==> config.mk <==
export PLATFORM = sky130hd
export DESIGN_NAME = acr_setup_word
export DESIGN_NICKNAME = d
export VERILOG_FILES = /design/src/common/acr_pkg.sv /design/src/design/acr_field_decode.sv /design/src/design/acr_setup_word.sv
export SDC_FILE = /design/constraint.sdc
export NUM_CORES = 1
export LEC_CHECK = 0
export CAP_MARGIN = 10
export CORE_ASPECT_RATIO = 1.25
export CORE_UTILIZATION = 40
export DETAILED_ROUTE_END_ITERATION = 16
export DONT_BUFFER_PORTS = 1
export PLACE_DENSITY = 0.67
export SLEW_MARGIN = 5
export SYNTH_ARGS = -nofsm -noshare
export SYNTH_HDL_FRONTEND = slang
export SYNTH_SLANG_ARGS = --single-unit
==> constraint.sdc <==
create_clock -name clock -period 3 [get_ports clock]
set_clock_uncertainty 0.1 [all_clocks]
set_input_delay 0.45 -clock clock [delete_from_list [all_inputs] [get_ports clock]]
set_output_delay 0.45 -clock clock [all_outputs]
set_load 0.05 [all_outputs]
==> src/common/acr_pkg.sv <==
// Purpose: Shared constants and types for the converter setup word logic.
// Assumes: A 16-bit setup word reached through an 8-bit register pointer.
// Notes: Field positions, reset values and state codes for the design live here; the bench and host model repeat them as literals.
package acr_pkg;
	localparam logic [7:0] CFG_PTR = 8'h01;
	localparam logic [7:0] PTR_RESET = 8'h00;
	localparam logic [15:0] CFG_RESET = 16'h8583;
	localparam int TRIG_BIT = 15;
	localparam int PAIR_LSB = 12;
	localparam int GAIN_LSB = 9;
	localparam int MODE_BIT = 8;
	localparam int RATE_LSB = 5;
	localparam int RSV_LSB = 0;
	localparam logic [2:0] PAIR_RESET = 3'h0;
	localparam logic [2:0] GAIN_RESET = 3'h2;
	localparam logic MODE_RESET = 1'h1;
	localparam logic [2:0] RATE_RESET = 3'h4;
	localparam logic [4:0] RSV_RESET = 5'h03;
	localparam logic [2:0] GAIN_SMALLEST = 3'h5;
	localparam logic [2:0] RATE_FASTEST = 3'h6;
	localparam logic [1:0] POS_RESET = 2'h0;
	localparam logic [1:0] NEG_RESET = 2'h1;
	localparam logic [1:0] NEG_COMMON = 2'h3;
	typedef enum logic [2:0] {
		ST_PDOWN = 3'b001,
		ST_SINGLE = 3'b010,
		ST_CONT = 3'b100
	} acr_state_t;
endpackage : acr_pkg

==> src/design/acr_field_decode.sv <==
// Purpose: Turns the stored field codes into front-end selections.
// Assumes: Fed with the next values of the setup fields, so outputs align with them.
// Notes: Aliased gain and rate codes are folded onto one code each.
`timescale 1ns/1ps
module acr_field_decode
	import acr_pkg::*;
(
	// Clock, reset and enable.
	input wire logic clock,
	input wire logic rst_b,
	input wire logic ce,
	// Field codes.
	input wire logic [2:0] pair_code,
	input wire logic [2:0] gain_code,
	input wire logic [2:0] rate_code,
	// Front-end selections.
	output logic [1:0] pos_sel_r,
	output logic [1:0] neg_sel_r,
	output logic neg_gnd_r,
	output logic [2:0] span_code_r,
	output logic [2:0] rate_sel_r
);
	logic [1:0] pos_sel_nxt;
	logic [1:0] neg_sel_nxt;
	logic neg_gnd_nxt;
	logic [2:0] span_code_nxt;
	logic [2:0] rate_sel_nxt;

	////////////////////////////////////////////////////////////////////////////////
	always_comb begin
		neg_gnd_nxt = 1'b0;
		pos_sel_nxt = POS_RESET;
		neg_sel_nxt = NEG_COMMON;
		case (pair_code)
			3'h0: begin
				pos_sel_nxt = POS_RESET;
				neg_sel_nxt = NEG_RESET;
			end
			3'h1, 3'h2, 3'h3: begin
				pos_sel_nxt = 2'(pair_code - 3'h1);
			end
			default: begin
				pos_sel_nxt = pair_code[1:0];
				neg_sel_nxt = 2'h0;
				neg_gnd_nxt = 1'b1;
			end
		endcase
		span_code_nxt = (gain_code > GAIN_SMALLEST) ? GAIN_SMALLEST : gain_code;
		rate_sel_nxt = (rate_code > RATE_FASTEST) ? RATE_FASTEST : rate_code;
	end

	always_ff @(posedge clock or negedge rst_b) begin
		if (!rst_b) begin
			pos_sel_r <= POS_RESET;
			neg_sel_r <= NEG_RESET;
			neg_gnd_r <= 1'b0;
			span_code_r <= GAIN_RESET;
			rate_sel_r <= RATE_RESET;
		end else if (ce) begin
			pos_sel_r <= pos_sel_nxt;
			neg_sel_r <= neg_sel_nxt;
			neg_gnd_r <= neg_gnd_nxt;
			span_code_r <= span_code_nxt;
			rate_sel_r <= rate_sel_nxt;
		end
	end
endmodule : acr_field_decode

==> src/design/acr_setup_word.sv <==
// Purpose: Holds the converter setup word and sequences single-shot and continuous runs.
// Assumes: The serial engine delivers pointer and data bytes as one-cycle strobes.
// Notes: The conversion result register is kept outside this block.
`timescale 1ns/1ps
module acr_setup_word
	import acr_pkg::*;
#(
	parameter bit HAS_MUX = 1'b1,
	parameter bit HAS_GAIN = 1'b1
) (
	// Clock, reset and enable.
	input wire logic clock,
	input wire logic rst_b,
	input wire logic ce,
	// Byte strobes from the serial engine.
	input wire logic frame_start,
	input wire logic ptr_wr,
	input wire logic byte_wr,
	input wire logic [7:0] wr_byte,
	input wire logic gc_reset,
	// Readback toward the serial engine.
	output logic [15:0] rd_word_r,
	output logic rd_cfg_sel_r,
	// Conversion sequencer.
	input wire logic conv_done,
	output logic start_r,
	output logic busy_r,
	output logic mode_single_r,
	// Analog front end.
	output logic [1:0] pos_sel_r,
	output logic [1:0] neg_sel_r,
	output logic neg_gnd_r,
	output logic [2:0] span_code_r,
	output logic [2:0] rate_sel_r
);
	function automatic logic [2:0] fix_field(input logic [2:0] code, input bit present,
		input logic [2:0] fixed);
		fix_field = present ? code : fixed;
	endfunction : fix_field

	acr_state_t state_r, state_nxt;
	logic [7:0] ptr_r, ptr_nxt;
	logic [7:0] msb_r, msb_nxt;
	logic phase_r, phase_nxt;
	logic [2:0] pair_r, pair_nxt;
	logic [2:0] gain_r, gain_nxt;
	logic mode_nxt;
	logic [2:0] rate_r, rate_nxt;
	logic [4:0] rsv_r, rsv_nxt;
	logic start_nxt, busy_nxt, rd_cfg_sel_nxt;
	logic [15:0] rd_word_nxt, cfg_word, new_word;
	logic commit;

	////////////////////////////////////////////////////////////////////////////////
	assign new_word = {msb_r, wr_byte};
	assign commit = byte_wr && phase_r && (ptr_r == CFG_PTR);
	assign cfg_word = {(state_r == ST_PDOWN), pair_r, gain_r, mode_single_r, rate_r, rsv_r};

	always_comb begin
		ptr_nxt = ptr_r;
		msb_nxt = msb_r;
		phase_nxt = phase_r;
		if (frame_start || ptr_wr) begin
			phase_nxt = 1'b0;
		end
		if (ptr_wr) begin
			ptr_nxt = wr_byte;
		end else if (byte_wr) begin
			if (!phase_r) begin
				msb_nxt = wr_byte;
			end
			phase_nxt = !phase_r;
		end
		pair_nxt = pair_r;
		gain_nxt = gain_r;
		mode_nxt = mode_single_r;
		rate_nxt = rate_r;
		rsv_nxt = rsv_r;
		if (commit) begin
			pair_nxt = fix_field(new_word[PAIR_LSB +: 3], HAS_MUX, PAIR_RESET);
			gain_nxt = fix_field(new_word[GAIN_LSB +: 3], HAS_GAIN, GAIN_RESET);
			mode_nxt = new_word[MODE_BIT];
			rate_nxt = new_word[RATE_LSB +: 3];
			rsv_nxt = new_word[RSV_LSB +: 5];
		end
		state_nxt = state_r;
		start_nxt = 1'b0;
		case (state_r)
			ST_PDOWN: begin
				if (commit && !new_word[MODE_BIT]) begin
					state_nxt = ST_CONT;
					start_nxt = 1'b1;
				end else if (commit && new_word[TRIG_BIT]) begin
					state_nxt = ST_SINGLE;
					start_nxt = 1'b1;
				end
			end
			ST_SINGLE: begin
				if (conv_done) begin
					state_nxt = mode_single_r ? ST_PDOWN : ST_CONT;
					start_nxt = !mode_single_r;
				end
			end
			ST_CONT: begin
				if (conv_done) begin
					state_nxt = mode_single_r ? ST_PDOWN : ST_CONT;
					start_nxt = !mode_single_r;
				end
			end
			default: begin
				state_nxt = ST_PDOWN;
			end
		endcase
		if (gc_reset) begin
			ptr_nxt = PTR_RESET;
			phase_nxt = 1'b0;
			pair_nxt = PAIR_RESET;
			gain_nxt = GAIN_RESET;
			mode_nxt = MODE_RESET;
			rate_nxt = RATE_RESET;
			rsv_nxt = RSV_RESET;
			state_nxt = ST_PDOWN;
			start_nxt = 1'b0;
		end
		busy_nxt = (state_nxt != ST_PDOWN);
		rd_cfg_sel_nxt = (ptr_r == CFG_PTR);
		rd_word_nxt = rd_cfg_sel_nxt ? cfg_word : 16'h0000;
	end

	always_ff @(posedge clock or negedge rst_b) begin
		if (!rst_b) begin
			state_r <= ST_PDOWN;
			ptr_r <= PTR_RESET;
			msb_r <= 8'h00;
			phase_r <= 1'b0;
			pair_r <= PAIR_RESET;
			gain_r <= GAIN_RESET;
			mode_single_r <= MODE_RESET;
			rate_r <= RATE_RESET;
			rsv_r <= RSV_RESET;
			start_r <= 1'b0;
			busy_r <= 1'b0;
			rd_cfg_sel_r <= 1'b0;
			rd_word_r <= 16'h0000;
		end else if (ce) begin
			state_r <= state_nxt;
			ptr_r <= ptr_nxt;
			msb_r <= msb_nxt;
			phase_r <= phase_nxt;
			pair_r <= pair_nxt;
			gain_r <= gain_nxt;
			mode_single_r <= mode_nxt;
			rate_r <= rate_nxt;
			rsv_r <= rsv_nxt;
			start_r <= start_nxt;
			busy_r <= busy_nxt;
			rd_cfg_sel_r <= rd_cfg_sel_nxt;
			rd_word_r <= rd_word_nxt;
		end
	end

	acr_field_decode u_decode (
		.clock(clock),
		.rst_b(rst_b),
		.ce(ce),
		.pair_code(pair_nxt),
		.gain_code(gain_nxt),
		.rate_code(rate_nxt),
		.pos_sel_r(pos_sel_r),
		.neg_sel_r(neg_sel_r),
		.neg_gnd_r(neg_gnd_r),
		.span_code_r(span_code_r),
		.rate_sel_r(rate_sel_r)
	);
endmodule : acr_setup_word

# After elaboration in Yosys (flattened, before gate mapping)
# Cells that the tools add are included.
# classes
n_addsub,1
n_lt_le_gt_ge,2
eq_ne,8
muxes,33
bitwise,2
reduce_logical,17
# ops
op,count
$mux 3,13
$mux 16,1
$mux 8,2
$mux 1,11
$mux 5,2
$eq 3x2->1 const B,3
$eq 8x1->1 const B,1
$pmux 2 s2,2
$eq 3x1->1 const B,2
$gt 3x3->1 const B,2
$pmux 3 s2,1
$logic_and 1x1->1,4
$reduce_and 2->1,2
$reduce_and 4->1,1
$reduce_bool 2->1,2
$reduce_or 4->1,1
$eq 3x3->1 const B,1
$logic_not 1->1,3
$logic_not 3->1,1
$ne 3x1->1 const B,1
$reduce_or 3->1,1
$not 1->1,2
$pmux 1 s2,1
$reduce_or 2->1,1
2 further kinds,2
# totals
reg_bits,65
inputBits,16
out_inout_bits,31
word_cells,81

# Depth between registers and ports, before layout
# Gate-level depths: netlist of the first run.
# depth
depth_word,8
ltp_mapped,11
depth_no_buf,9

# Cells and area by module
# Synthesis of the first run repeated with hierarchy kept, for this count alone.
# hier_totals
hier_cells,272
hier_area_um2,3156.8
# modules_own_cells
mod,instances,cells_per_inst,area_each_um2,seq_area_each_um2
acr_setup_word,1,225,2610.0,1358.8
acr_field_decode,1,47,546.8,279.0

# Worst setup path after synthesis of the first run
# OpenSTA, ideal clock, no wires.
# synth_timing
path_kind,register to register
from,reg ptr_r[5]
to,reg u_decode.pos_sel_r[1]
setup_time_ns,0.082
t_arrival_ns,2.647
required_ns,2.818
setup_slack_ns,0.171
stages_incl_launch_ff,11
path_buffers,2
synth_period_minus_slack_ns,2.829
cell_sequence,dfrtp_1 or4_1 buf_2 or3_1 buf_6 mux2i_1 or2_2 ha_1 nor4_1 nor3_1 o22ai_1
# synth_between
elab_chain_len,7
elab_cells_between_ends,11
classes_between,add/sub (1); eq/ne (4); mux (3); reduce/logical (3)
# synth_rtl
item,line_no,source
start: declaration,acr_setup_word.sv:42,"logic [7:0] ptr_r, ptr_nxt;"
start signal: assignment,acr_setup_word.sv:147,ptr_r <= ptr_nxt;
$eq 8x1->1 *,acr_setup_word.sv:56,assign commit = byte_wr && phase_r && (ptr_r == CFG_PTR);
$logic_and 1x1->1 *,acr_setup_word.sv:56,
$mux 3 *,acr_setup_word.sv:79,if (commit) begin
$mux 3 *,acr_setup_word.sv:114,if (gc_reset) begin
$eq 3x1->1 / $eq 3x2->1 (equally long branches),acr_field_decode.sv:34,case (pair_code)
$reduce_or 3->1,--,
$pmux 2 s2 *,acr_field_decode.sv:34,
end signal: assignment,acr_field_decode.sv:60,pos_sel_r <= pos_sel_nxt;
end: declaration,acr_field_decode.sv:17,"output logic [1:0] pos_sel_r,"
# Mark *: on every way between the ends. The rest lies on a longest branch, timed or not.
# A chain may end at the register's enable or synchronous reset.

# Worst setup path in the final report of the first run
# layout_timing
from,reg ptr_r[3]
to,reg u_decode.pos_sel_r[1]
# layout_between
elab_chain_len,7
elab_cells_between_ends,11
classes_between,add/sub (1); eq/ne (4); mux (3); reduce/logical (3)
# layout_rtl
item,line_no,source
$eq 8x1->1 *,acr_setup_word.sv:56,
$logic_and 1x1->1 *,acr_setup_word.sv:56,
$mux 3 *,acr_setup_word.sv:79,
$mux 3 *,acr_setup_word.sv:114,
net pair_nxt[1],acr_setup_word.sv:45,"logic [2:0] pair_r, pair_nxt;"
$eq 3x1->1 / $eq 3x2->1 (equally long branches),acr_field_decode.sv:34,
$reduce_or 3->1,--,
$pmux 2 s2 *,acr_field_decode.sv:34,
# The timed path passes the listed nets; every way through them passes the cells marked *.

==> impl_results.md, run 1 <==
- Pre-antenna DRT Iters: 4
- Pleak: 1.43 nW
- Global-route usage over all layers: 0.191
- Layout cell share with drive strength beyond 1: 0.196
- Internal: 1.45 mW
- Status: completed
- Max incr delay on CP: 0.58 ns
- # fillers: 672
- Distinct cells, synth: 43
- Post-route antenna net violation count: 0
- Worst path required time: 3.16 ns
- Die W: 77.9 um
- Gpl congestion: 0.817
- Worst-Margin Slew: 0.501 ns
- Clock Power Share: 0.383
- ANT cells: 0
- I/O pin count: 47
- Initial Util: 0.413
- Syn nets: 269
- CTS tree: built
- Most frequent cells in the layout: dfrtp_1 (56), a22o_1 (20), nor2_1 (15)
- Total wire length: 6640 um
- Tot Pwr: 1.97 mW
- FF-to-FF setup slack: 0.19 ns
- Seq pwr share: 0.535
- Final Max Slew Viols: 0
- Unrepaired setup endpoints after global routing: no
- Pin count of the biggest net entering global routing: 66
- Synth Warn #: 0
- CP endpoint kind: flip-flop
- Sequential element share of the synthesized area: 0.569
- Worst path cell trace: or4b_1, or3_4, mux2i_1, or2_2, inv_1, ha_1, nor3_1, or3_1, o22ai_1
- Sw frac: 0.264
- HP Class: primary input to flip-flop
- CTS Buf Count: 9
- Fin nets: 275
- Finished Cell Area: 3250 sq um
- Core Area: 6980 sq um
- Worst VDD drop: 0.000311 V
- #FFs+latches synth: 65
- Die area: 7540 sq um
- Crit-path slowest cell: or4b_1
- Grt ovf: 0
- Post-Place Worst Slack: 0.189 ns
- Most common cell after layout, fill and taps aside: dfrtp_1
- Arrival time worst endpoint: 2.96 ns
- Initial antenna violation count: 0
- Tmin final: 2.81 ns
- CTS clk-pin slew, worst paths: 0.07 ns
- Synthesized area per cell: 11.6 sq um
- Initial DRC count: 97
- Clock Latency Late Sink: 0.34 ns
- Via Count: 2010
- MaxCap Viol Count: 0
- Finished Layout Cells: 350
- CP delay by family, top: simple AND/OR/NAND/NOR gates
- First-pass GRT wire length: 11000 um
- Die Y: 96.9 um
- H-tree levels: 3
- Final worst-path setup slack: 0.194 ns
- Synthesized netlist cell count: 249
- Worst rel slew slack: 0.666
- Row count: 34
- PwrDens: 607 nW/um^2
- IO buf count: 0
- Routed vias/inst: 5.74
- Fin Setup TNS: 0 ns
- Final period util: 0.935
- Worst setup SP type: flip-flop
- Crit path max fanout: 3
- Area growth, synth to finish: 12.8%
- Setup bufs post-CTS: 0
- Per-cell routed wire length: 19.0 um
- DR DRC count: 0
- NetSw: 0.521 mW
- Worst-case clock buffer depth: 2
- Comb power frac: 0.082
- Final core utilization: 0.466
- DP Wirelength: 4420 um
- Post-Synthesis Cell Area: 2880 sq um
- CP bufs+invs: 1
- Placed Instances: 332
- Crit path kind: flip-flop to flip-flop
- TritonCTS Sinks: 65
- Vias in the first global route: 2078
- Fmax: 356 MHz
- Root Buffer: clkbuf_8
- Setup violators final: 0
- Hold slack: 0.0915 ns
- Placed cell area: 2990 sq um
- Fin. Hold Viols: 0
-- worst paths after layout --
| kind | from | end | depth (start not counted) |
|---|---|---|---|
| max | ptr_r[3] | u_decode.pos_sel_r[1] | 9 |
| min | gc_reset | rate_r[0] | 1 |
| max reg2reg | ptr_r[3] | u_decode.pos_sel_r[1] | 9 |
| min reg2reg | ptr_r[0] | ptr_r[0] | 1 |
| max in group asynchronous | rst_b | rsv_r[0] | 2 |
| min in group asynchronous | rst_b | rd_word_r[7] | 2 |
-- cells by family (layout without fill, tap and decap cells) --
logic type,after synthesis,after routing,synth area share
AOI/OAI and AO/OA,85,85,0.222
DFF,65,65,0.569
adders and majority gates,4,4,0.0174
buffers and inverters,26,37,0.0374
xor gates and xnor gates,1,1,0.00304
and+or+nand+nor,52,52,0.0904
muxes,16,16,0.0608
-- worst reg2reg max path, cell delays in order, from the launching register on --
cell and delay [ns]:
dfrtp_1 0.39, or4b_1 0.58, or3_4 0.39, mux2i_1 0.14
or2_2 0.32, inv_1 0.09, ha_1 0.19, nor3_1 0.07
or3_1 0.33, o22ai_1 0.14
-- cell type report --
type                    instances  area [sq um]  area share
well taps                      90           113      0.0347
flip-flops and latches         65          1640       0.504
clock buffers                  13           159      0.0489
multi-input cells             158          1160       0.356
clock inverters                 3          40.0      0.0123
inverters                      10          37.5      0.0116
repair buffers                 11           105      0.0324
-- repair_timing --
action,in CTS,in global routing
hold buffers,2,0
hold endpoints to repair,65,0
gates resized for setup,0,3
setup endpoints to repair,0,4
-- power by group through the flow --
stage | clock network (mW) | logic (mW) | registers (mW)
6_report | 0.756 | 0.161 | 1.06
5_1_grt | 0.814 | 0.181 | 1.06
4_1_cts | 0.771 | 0.161 | 1.06
3_5_place_dp | 0 | 0.137 | 1.07
3_3_place_gp | 0 | 0.133 | 1.07
2_1_floorplan | 0 | 0.120 | 1.05
-- per-layer routing --
metal / GRT usage / vias to the layer above / wire [um]
met2: 0.310 / 37 / 3310
met5: 0 / - / 0
met1: 0.236 / 1027 / 2880
li1: - / 938 / -
met3: 0.0642 / 8 / 355
met4: 0.0653 / 0 / 99
-- synthesized netlist by cell type, drive strengths merged --
cell     instances  share of area
a31oi            6          0.013
nor2            16          0.022
a22oi            7          0.018
a21oi            6          0.010
or4b             1         0.0035
or4              2         0.0052
clkbuf          11          0.014
nor4             3         0.0065
o21ai           13          0.023
dfrtp           56           0.49
inv              9          0.012
o31ai            2         0.0052
o22ai            4         0.0087
a211oi           1         0.0026
nor3             7          0.012
a22o            20          0.061
a2bb2oi          1         0.0030
or3              3         0.0065
o2111ai          1         0.0030
nand2           10          0.013
mux2            12          0.047
ha               4          0.017
o22a             1         0.0030
a32o             2         0.0070
o2bb2ai         12          0.037
clkinv           1         0.0013
dfstp            9          0.082
a21o             2         0.0052
mux2i            4          0.014
xnor2            1         0.0030
nor2b            6          0.013
or2              1         0.0022
a31o             2         0.0091
a211o            1         0.0030
nand2b           2         0.0043
o21a             4          0.010
and3             1         0.0022
buf              5          0.010
-- registers in the layout, indices dropped and copies added (netlist names), 5 cells and up --
name / flops
rd_word_r: 16
ptr_r: 8
rsv_r: 5
msb_r: 8
No activity file was read; power rests on OpenSTA's default activity.
==> run 2: changes to the inputs <==
--- a/config.mk
+++ b/config.mk
@@ -11,6 +11,7 @@
 export DETAILED_ROUTE_END_ITERATION = 16
 export DONT_BUFFER_PORTS = 1
 export PLACE_DENSITY = 0.67
+export REMOVE_ABC_BUFFERS = 1
 export SLEW_MARGIN = 5
 export SYNTH_ARGS = -nofsm -noshare
 export SYNTH_HDL_FRONTEND = slang
==> run 2 against run 1 <==
  * First-iteration DRC count increased by 80%
  * Utilization increased by 0.29 points
  * Flip-flop and latch count unchanged
  * Sequential share of layout area decreased by 0.31 points
  * Combinational power about the same
  * Power increased by 4.7%
  * Die area unchanged
  * Sequential power about the same
  * Global-route usage increased by 0.21 points
  * Worst hold slack got worse by 0.016 ns
  * Final area increased by 0.62%
  * Setup slack improved by 0.00075 ns
==> impl_results.md, run 2 (synthesis gave the netlist of run 1 again) <==
- Pin count of the biggest net entering global routing: 66
- Top reg by flops: rd_word_r
- Final worst-path setup slack: 0.195 ns
- First-pass GRT wire length: 11100 um
- Worst setup SP type: flip-flop
- ANT cells: 0
- I/O pin count: 47
- Via Count: 2049
- Fin nets: 276
- Fmax: 356 MHz
- Worst rel slew slack: 0.663
- CTS tree: built
- Crit-path slowest cell: or4_1
- Die W: 77.9 um
- Placed cell area: 3000 sq um
- CTS Buf Count: 9
- MaxCap Viol Count: 0
- IO buf count: 0
- DP Wirelength: 4450 um
- Biggest regs: rd_word_r (16), msb_r (8), ptr_r (8)
- H-tree levels: 3
- Finished Layout Cells: 350
- Cts hold-fix bufs: 2
- Max incr delay on CP: 0.54 ns
- Row count: 34
- Clock Latency Late Sink: 0.34 ns
- Post-route antenna net violation count: 0
- Finished Cell Area: 3270 sq um
- Pleak: 1.44 nW
- HP Class: primary input to flip-flop
- Fin. Hold Viols: 0
- TritonCTS Sinks: 65
- Final core utilization: 0.468
- Crit path max fanout: 3
- Unrepaired setup endpoints after global routing: no
- PwrDens: 632 nW/um^2
- CP endpoint kind: flip-flop
- Vias in the first global route: 2187
- Worst VDD drop: 0.000291 V
- # fillers: 647
- Status: completed
- Max reg flops: 16
- Gpl congestion: 0.877
- Post-Place Worst Slack: 0.189 ns
- Die area: 7540 sq um
- Global-route usage over all layers: 0.193
- Die Y: 96.9 um
- Crit path kind: flip-flop to flip-flop
- Setup bufs post-CTS: 0
- Final Max Slew Viols: 0
- Post-CTS Resized: 0
- Worst-Margin Slew: 0.506 ns
- Final period util: 0.935
- Most frequent cells in the layout: dfrtp_1 (56), a22o_1 (20), nor2_1 (15)
- DR DRC count: 0
- Initial antenna violation count: 0
- Worst path required time: 3.16 ns
- Setup violators final: 0
- Area growth, synth to finish: 13.5%
- Pre-antenna DRT Iters: 4
- Initial Util: 0.413
- Initial DRC count: 175
- Placed Instances: 333
- Tmin final: 2.81 ns
- Total wire length: 6660 um
- Core Area: 6980 sq um
- CTS clk-pin slew, worst paths: 0.07 ns
- Arrival time worst endpoint: 2.96 ns
- Routed vias/inst: 5.85
- Worst-case clock buffer depth: 2
- Root Buffer: clkbuf_8
- Layout cell share with drive strength beyond 1: 0.188
- Per-cell routed wire length: 19.0 um
- Worst path cell trace: or4_1, or3_1, mux2i_1, or2_2, ha_1, nor4_1, nor3_1, o22ai_1
- Most common cell after layout, fill and taps aside: dfrtp_1
- Grt ovf: 0
-- run 2: metrics by stage --
| step | hold slack [ns] | TNS [ns] | total power [mW] |
|---|---|---|---|
| 5_1_grt | 0.0497 | 0 | 2.14 |
| 4_1_cts | 0.0509 | 0 | 2.09 |
| 3_3_place_gp | 0.0559 | 0 | 1.20 |
| 6_report | 0.0755 | 0 | 2.07 |
| 3_5_place_dp | 0.0560 | 0 | 1.21 |
| 2_1_floorplan | 0.0544 | -0.0241 | 1.16 |
-- run 2: final timing paths --
path                           from                      end  slack [ns]  cells after the start
min in group asynchronous     rst_b                pair_r[1]        0.58                      2
min                              ce                gain_r[1]        0.08                      1
min reg2reg                ptr_r[4]                 ptr_r[4]        0.40                      1
max                        ptr_r[5]    u_decode.pos_sel_r[1]        0.19                      8
max reg2reg                ptr_r[5]    u_decode.pos_sel_r[1]        0.19                      8
max in group asynchronous     rst_b  u_decode.span_code_r[1]        1.92                      2
-- run 2: cell type report --
class / count / area (sq um) / area share
repair buffers: 12 / 113 / 0.0345
clock inverters: 2 / 60.1 / 0.0184
clock buffers: 13 / 169 / 0.0517
inverters: 10 / 37.5 / 0.0115
well taps: 90 / 113 / 0.0345
flip-flops and latches: 65 / 1640 / 0.501
multi-input cells: 158 / 1140 / 0.348
-- run 2: where the power goes --
group	leakage [nW]	internal, mW	switching (mW)	total (mW)
clock	0.116	0.532	0.318	0.850
sequential	0.845	0.947	0.108	1.05
combinational	0.482	0.0787	0.0828	0.162
-- run 2: per-layer routing --
metal	GRT usage	share of wire	up-vias
met1	0.230	0.43	1029
met4	0.110	0.033	0
met5	0	0	-
met2	0.304	0.48	59
met3	0.0623	0.056	19
li1	-	-	942
-- run 2: worst max-delay path: cells and delay by family (launching register included) --
| family | cells | cell delay [ns] |
|---|---|---|
| AOI/OAI and AO/OA | 1 | 0.18 |
| adders and majority gates | 1 | 0.19 |
| muxes | 1 | 0.15 |
| DFF | 1 | 0.37 |
| and+or+nand+nor | 5 | 1.75 |
==> run 3: changes to the inputs <==
--- a/config.mk
+++ b/config.mk
@@ -6,12 +6,15 @@
 export NUM_CORES = 1
 export LEC_CHECK = 0
 export CAP_MARGIN = 10
+export CELL_PAD_IN_SITES_DETAIL_PLACEMENT = 0
+export CELL_PAD_IN_SITES_GLOBAL_PLACEMENT = 2
 export CORE_ASPECT_RATIO = 1.25
-export CORE_UTILIZATION = 40
+export CORE_UTILIZATION = 37
 export DETAILED_ROUTE_END_ITERATION = 16
 export DONT_BUFFER_PORTS = 1
-export PLACE_DENSITY = 0.67
+export PLACE_DENSITY = 0.85
 export REMOVE_ABC_BUFFERS = 1
+export SETUP_SLACK_MARGIN = 0.4
 export SLEW_MARGIN = 5
 export SYNTH_ARGS = -nofsm -noshare
 export SYNTH_HDL_FRONTEND = slang
==> run 3 against run 2 <==
  * Die area grew 7.9%
  * Final area increased by 3.6%
  * Routed wire length is 5.2% higher
  * Largest power group unchanged
==> impl_results.md, run 3 (synthesis gave the netlist of run 1 again) <==
- CP endpoint kind: flip-flop
- Post-Place Worst Slack: 0.135 ns
- Worst setup SP type: flip-flop
- Initial antenna violation count: 0
- Worst path required time: 3.16 ns
- Placed Instances: 335
- H-tree levels: 3
- Reg area: 1640 sq um
- Final worst-path setup slack: 0.295 ns
- Top reg by flops: rd_word_r
- # fillers: 726
- Area growth, synth to finish: 17.6%
- CTS tree: built
- Arrival time worst endpoint: 2.87 ns
- Initial Util: 0.387
- Max reg flops: 16
- Worst-Margin Slew: 0.502 ns
- Most frequent cells in the layout: dfrtp_1 (56), a22o_1 (20), buf_4 (18)
- Die Y: 101 um
- Worst-case clock buffer depth: 2
- PwrDens: 563 nW/um^2
- Biggest regs: rd_word_r (16), msb_r (8), ptr_r (8)
- Setup violators final: 0
- Fin. Hold Viols: 0
- Clock Latency Late Sink: 0.35 ns
- Worst VDD drop: 0.000226 V
- I/O pin count: 47
- TritonCTS Sinks: 65
- Row count: 35
- MaxCap Viol Count: 0
- Post-route antenna net violation count: 0
- Final Max Slew Viols: 0
- Die area: 8140 sq um
- Fin nets: 285
- Finished Cell Area: 3390 sq um
- DR DRC count: 0
- Placed cell area: 3000 sq um
- Crit path kind: flip-flop to flip-flop
- Crit path max fanout: 3
- Routed vias/inst: 5.72
- Global-route usage over all layers: 0.190
- Unrepaired setup endpoints after global routing: yes
- Grt ovf: 0
- Core Area: 7440 sq um
- IO buf count: 0
- Hold slack: 0.0565 ns
- Initial DRC count: 127
- Most common cell after layout, fill and taps aside: dfrtp_1
- Status: completed
- Per-cell routed wire length: 19.3 um
- Layout cell share with drive strength beyond 1: 0.267
- CTS Buf Count: 9
- Pleak: 1.46 nW
- Via Count: 2072
- Gpl congestion: 0.807
- First-pass GRT wire length: 11500 um
- Die W: 80.9 um
- Worst rel slew slack: 0.666
- Pin count of the biggest net entering global routing: 66
- ANT cells: 0
- CTS clk-pin slew, worst paths: 0.08 ns
- Finished Layout Cells: 362
- HP Class: primary input to flip-flop
- Vias in the first global route: 2179
- Final core utilization: 0.455
- Pre-antenna DRT Iters: 4
- Fmax: 370 MHz
- Total wire length: 7000 um
- Root Buffer: clkbuf_8
- DP Wirelength: 4490 um
- Final period util: 0.902
- Tmin final: 2.70 ns
- Multi-input gate area: 1230 sq um
-- run 3: repair_timing --
item	4_1_cts	5_1_grt
endpoints found under the setup margin	5	6
hold buffers	2	0
pin swaps	10	8
resized for setup	17	5
setup buffers	5	4
hold endpoints to repair	65	0
-- run 3: final timing paths --
path / slack, ns / endpoint / start / depth (start not counted)
max in group asynchronous: 1.90 / rsv_r[1] / rst_b / 2
worst min register to register: 0.41 / msb_r[2] / msb_r[2] / 1
min in group asynchronous: 0.56 / u_decode.span_code_r[0] / rst_b / 2
worst min-delay path: 0.06 / gain_r[1] / ce / 1
worst max-delay path: 0.30 / u_decode.pos_sel_r[1] / ptr_r[7] / 9
worst max register to register: 0.30 / u_decode.pos_sel_r[1] / ptr_r[7] / 9
-- run 3: power by group --
part | leakage [nW] | internal [mW] | total [mW] | switching (mW)
Combinational | 0.529 | 0.0919 | 0.179 | 0.0867
Clock | 0.0887 | 0.323 | 0.672 | 0.349
Sequential | 0.845 | 0.946 | 1.05 | 0.108
-- run 3: worst max-delay path: stages, from the launching register on --
cell and delay [ns]:
dfrtp_1 0.38, or4_4 0.54, or3_4 0.41, mux2i_4 0.20, or2_4 0.27, inv_4 0.08
ha_4 0.15, nor3_2 0.05, or3_1 0.33, o22ai_1 0.13
-- run 3: cell type report --
type / count / area share
flip-flops and latches: 65 / 0.484
well taps: 92 / 0.0340
clock inverters: 6 / 0.0126
multi-input cells: 158 / 0.363
clock buffers: 10 / 0.0407
repair buffers: 21 / 0.0543
inverters: 10 / 0.0118
-- run 3: per-layer routing --
metal / global-route usage / wire, um
met5: 0 / 0
met4: 0.0810 / 119
met3: 0.0615 / 429
met2: 0.295 / 3380
met1: 0.239 / 3080
-- run 3: metrics by stage --
| step | total power, mW | TNS [ns] |
|---|---|---|
| after CTS | 1.92 | 0 |
| after global routing | 2.00 | 0 |
| after detailed placement | 1.21 | 0 |
| after global placement | 1.21 | 0 |
| after floorplan | 1.16 | -0.0241 |
| final | 1.91 | 0 |
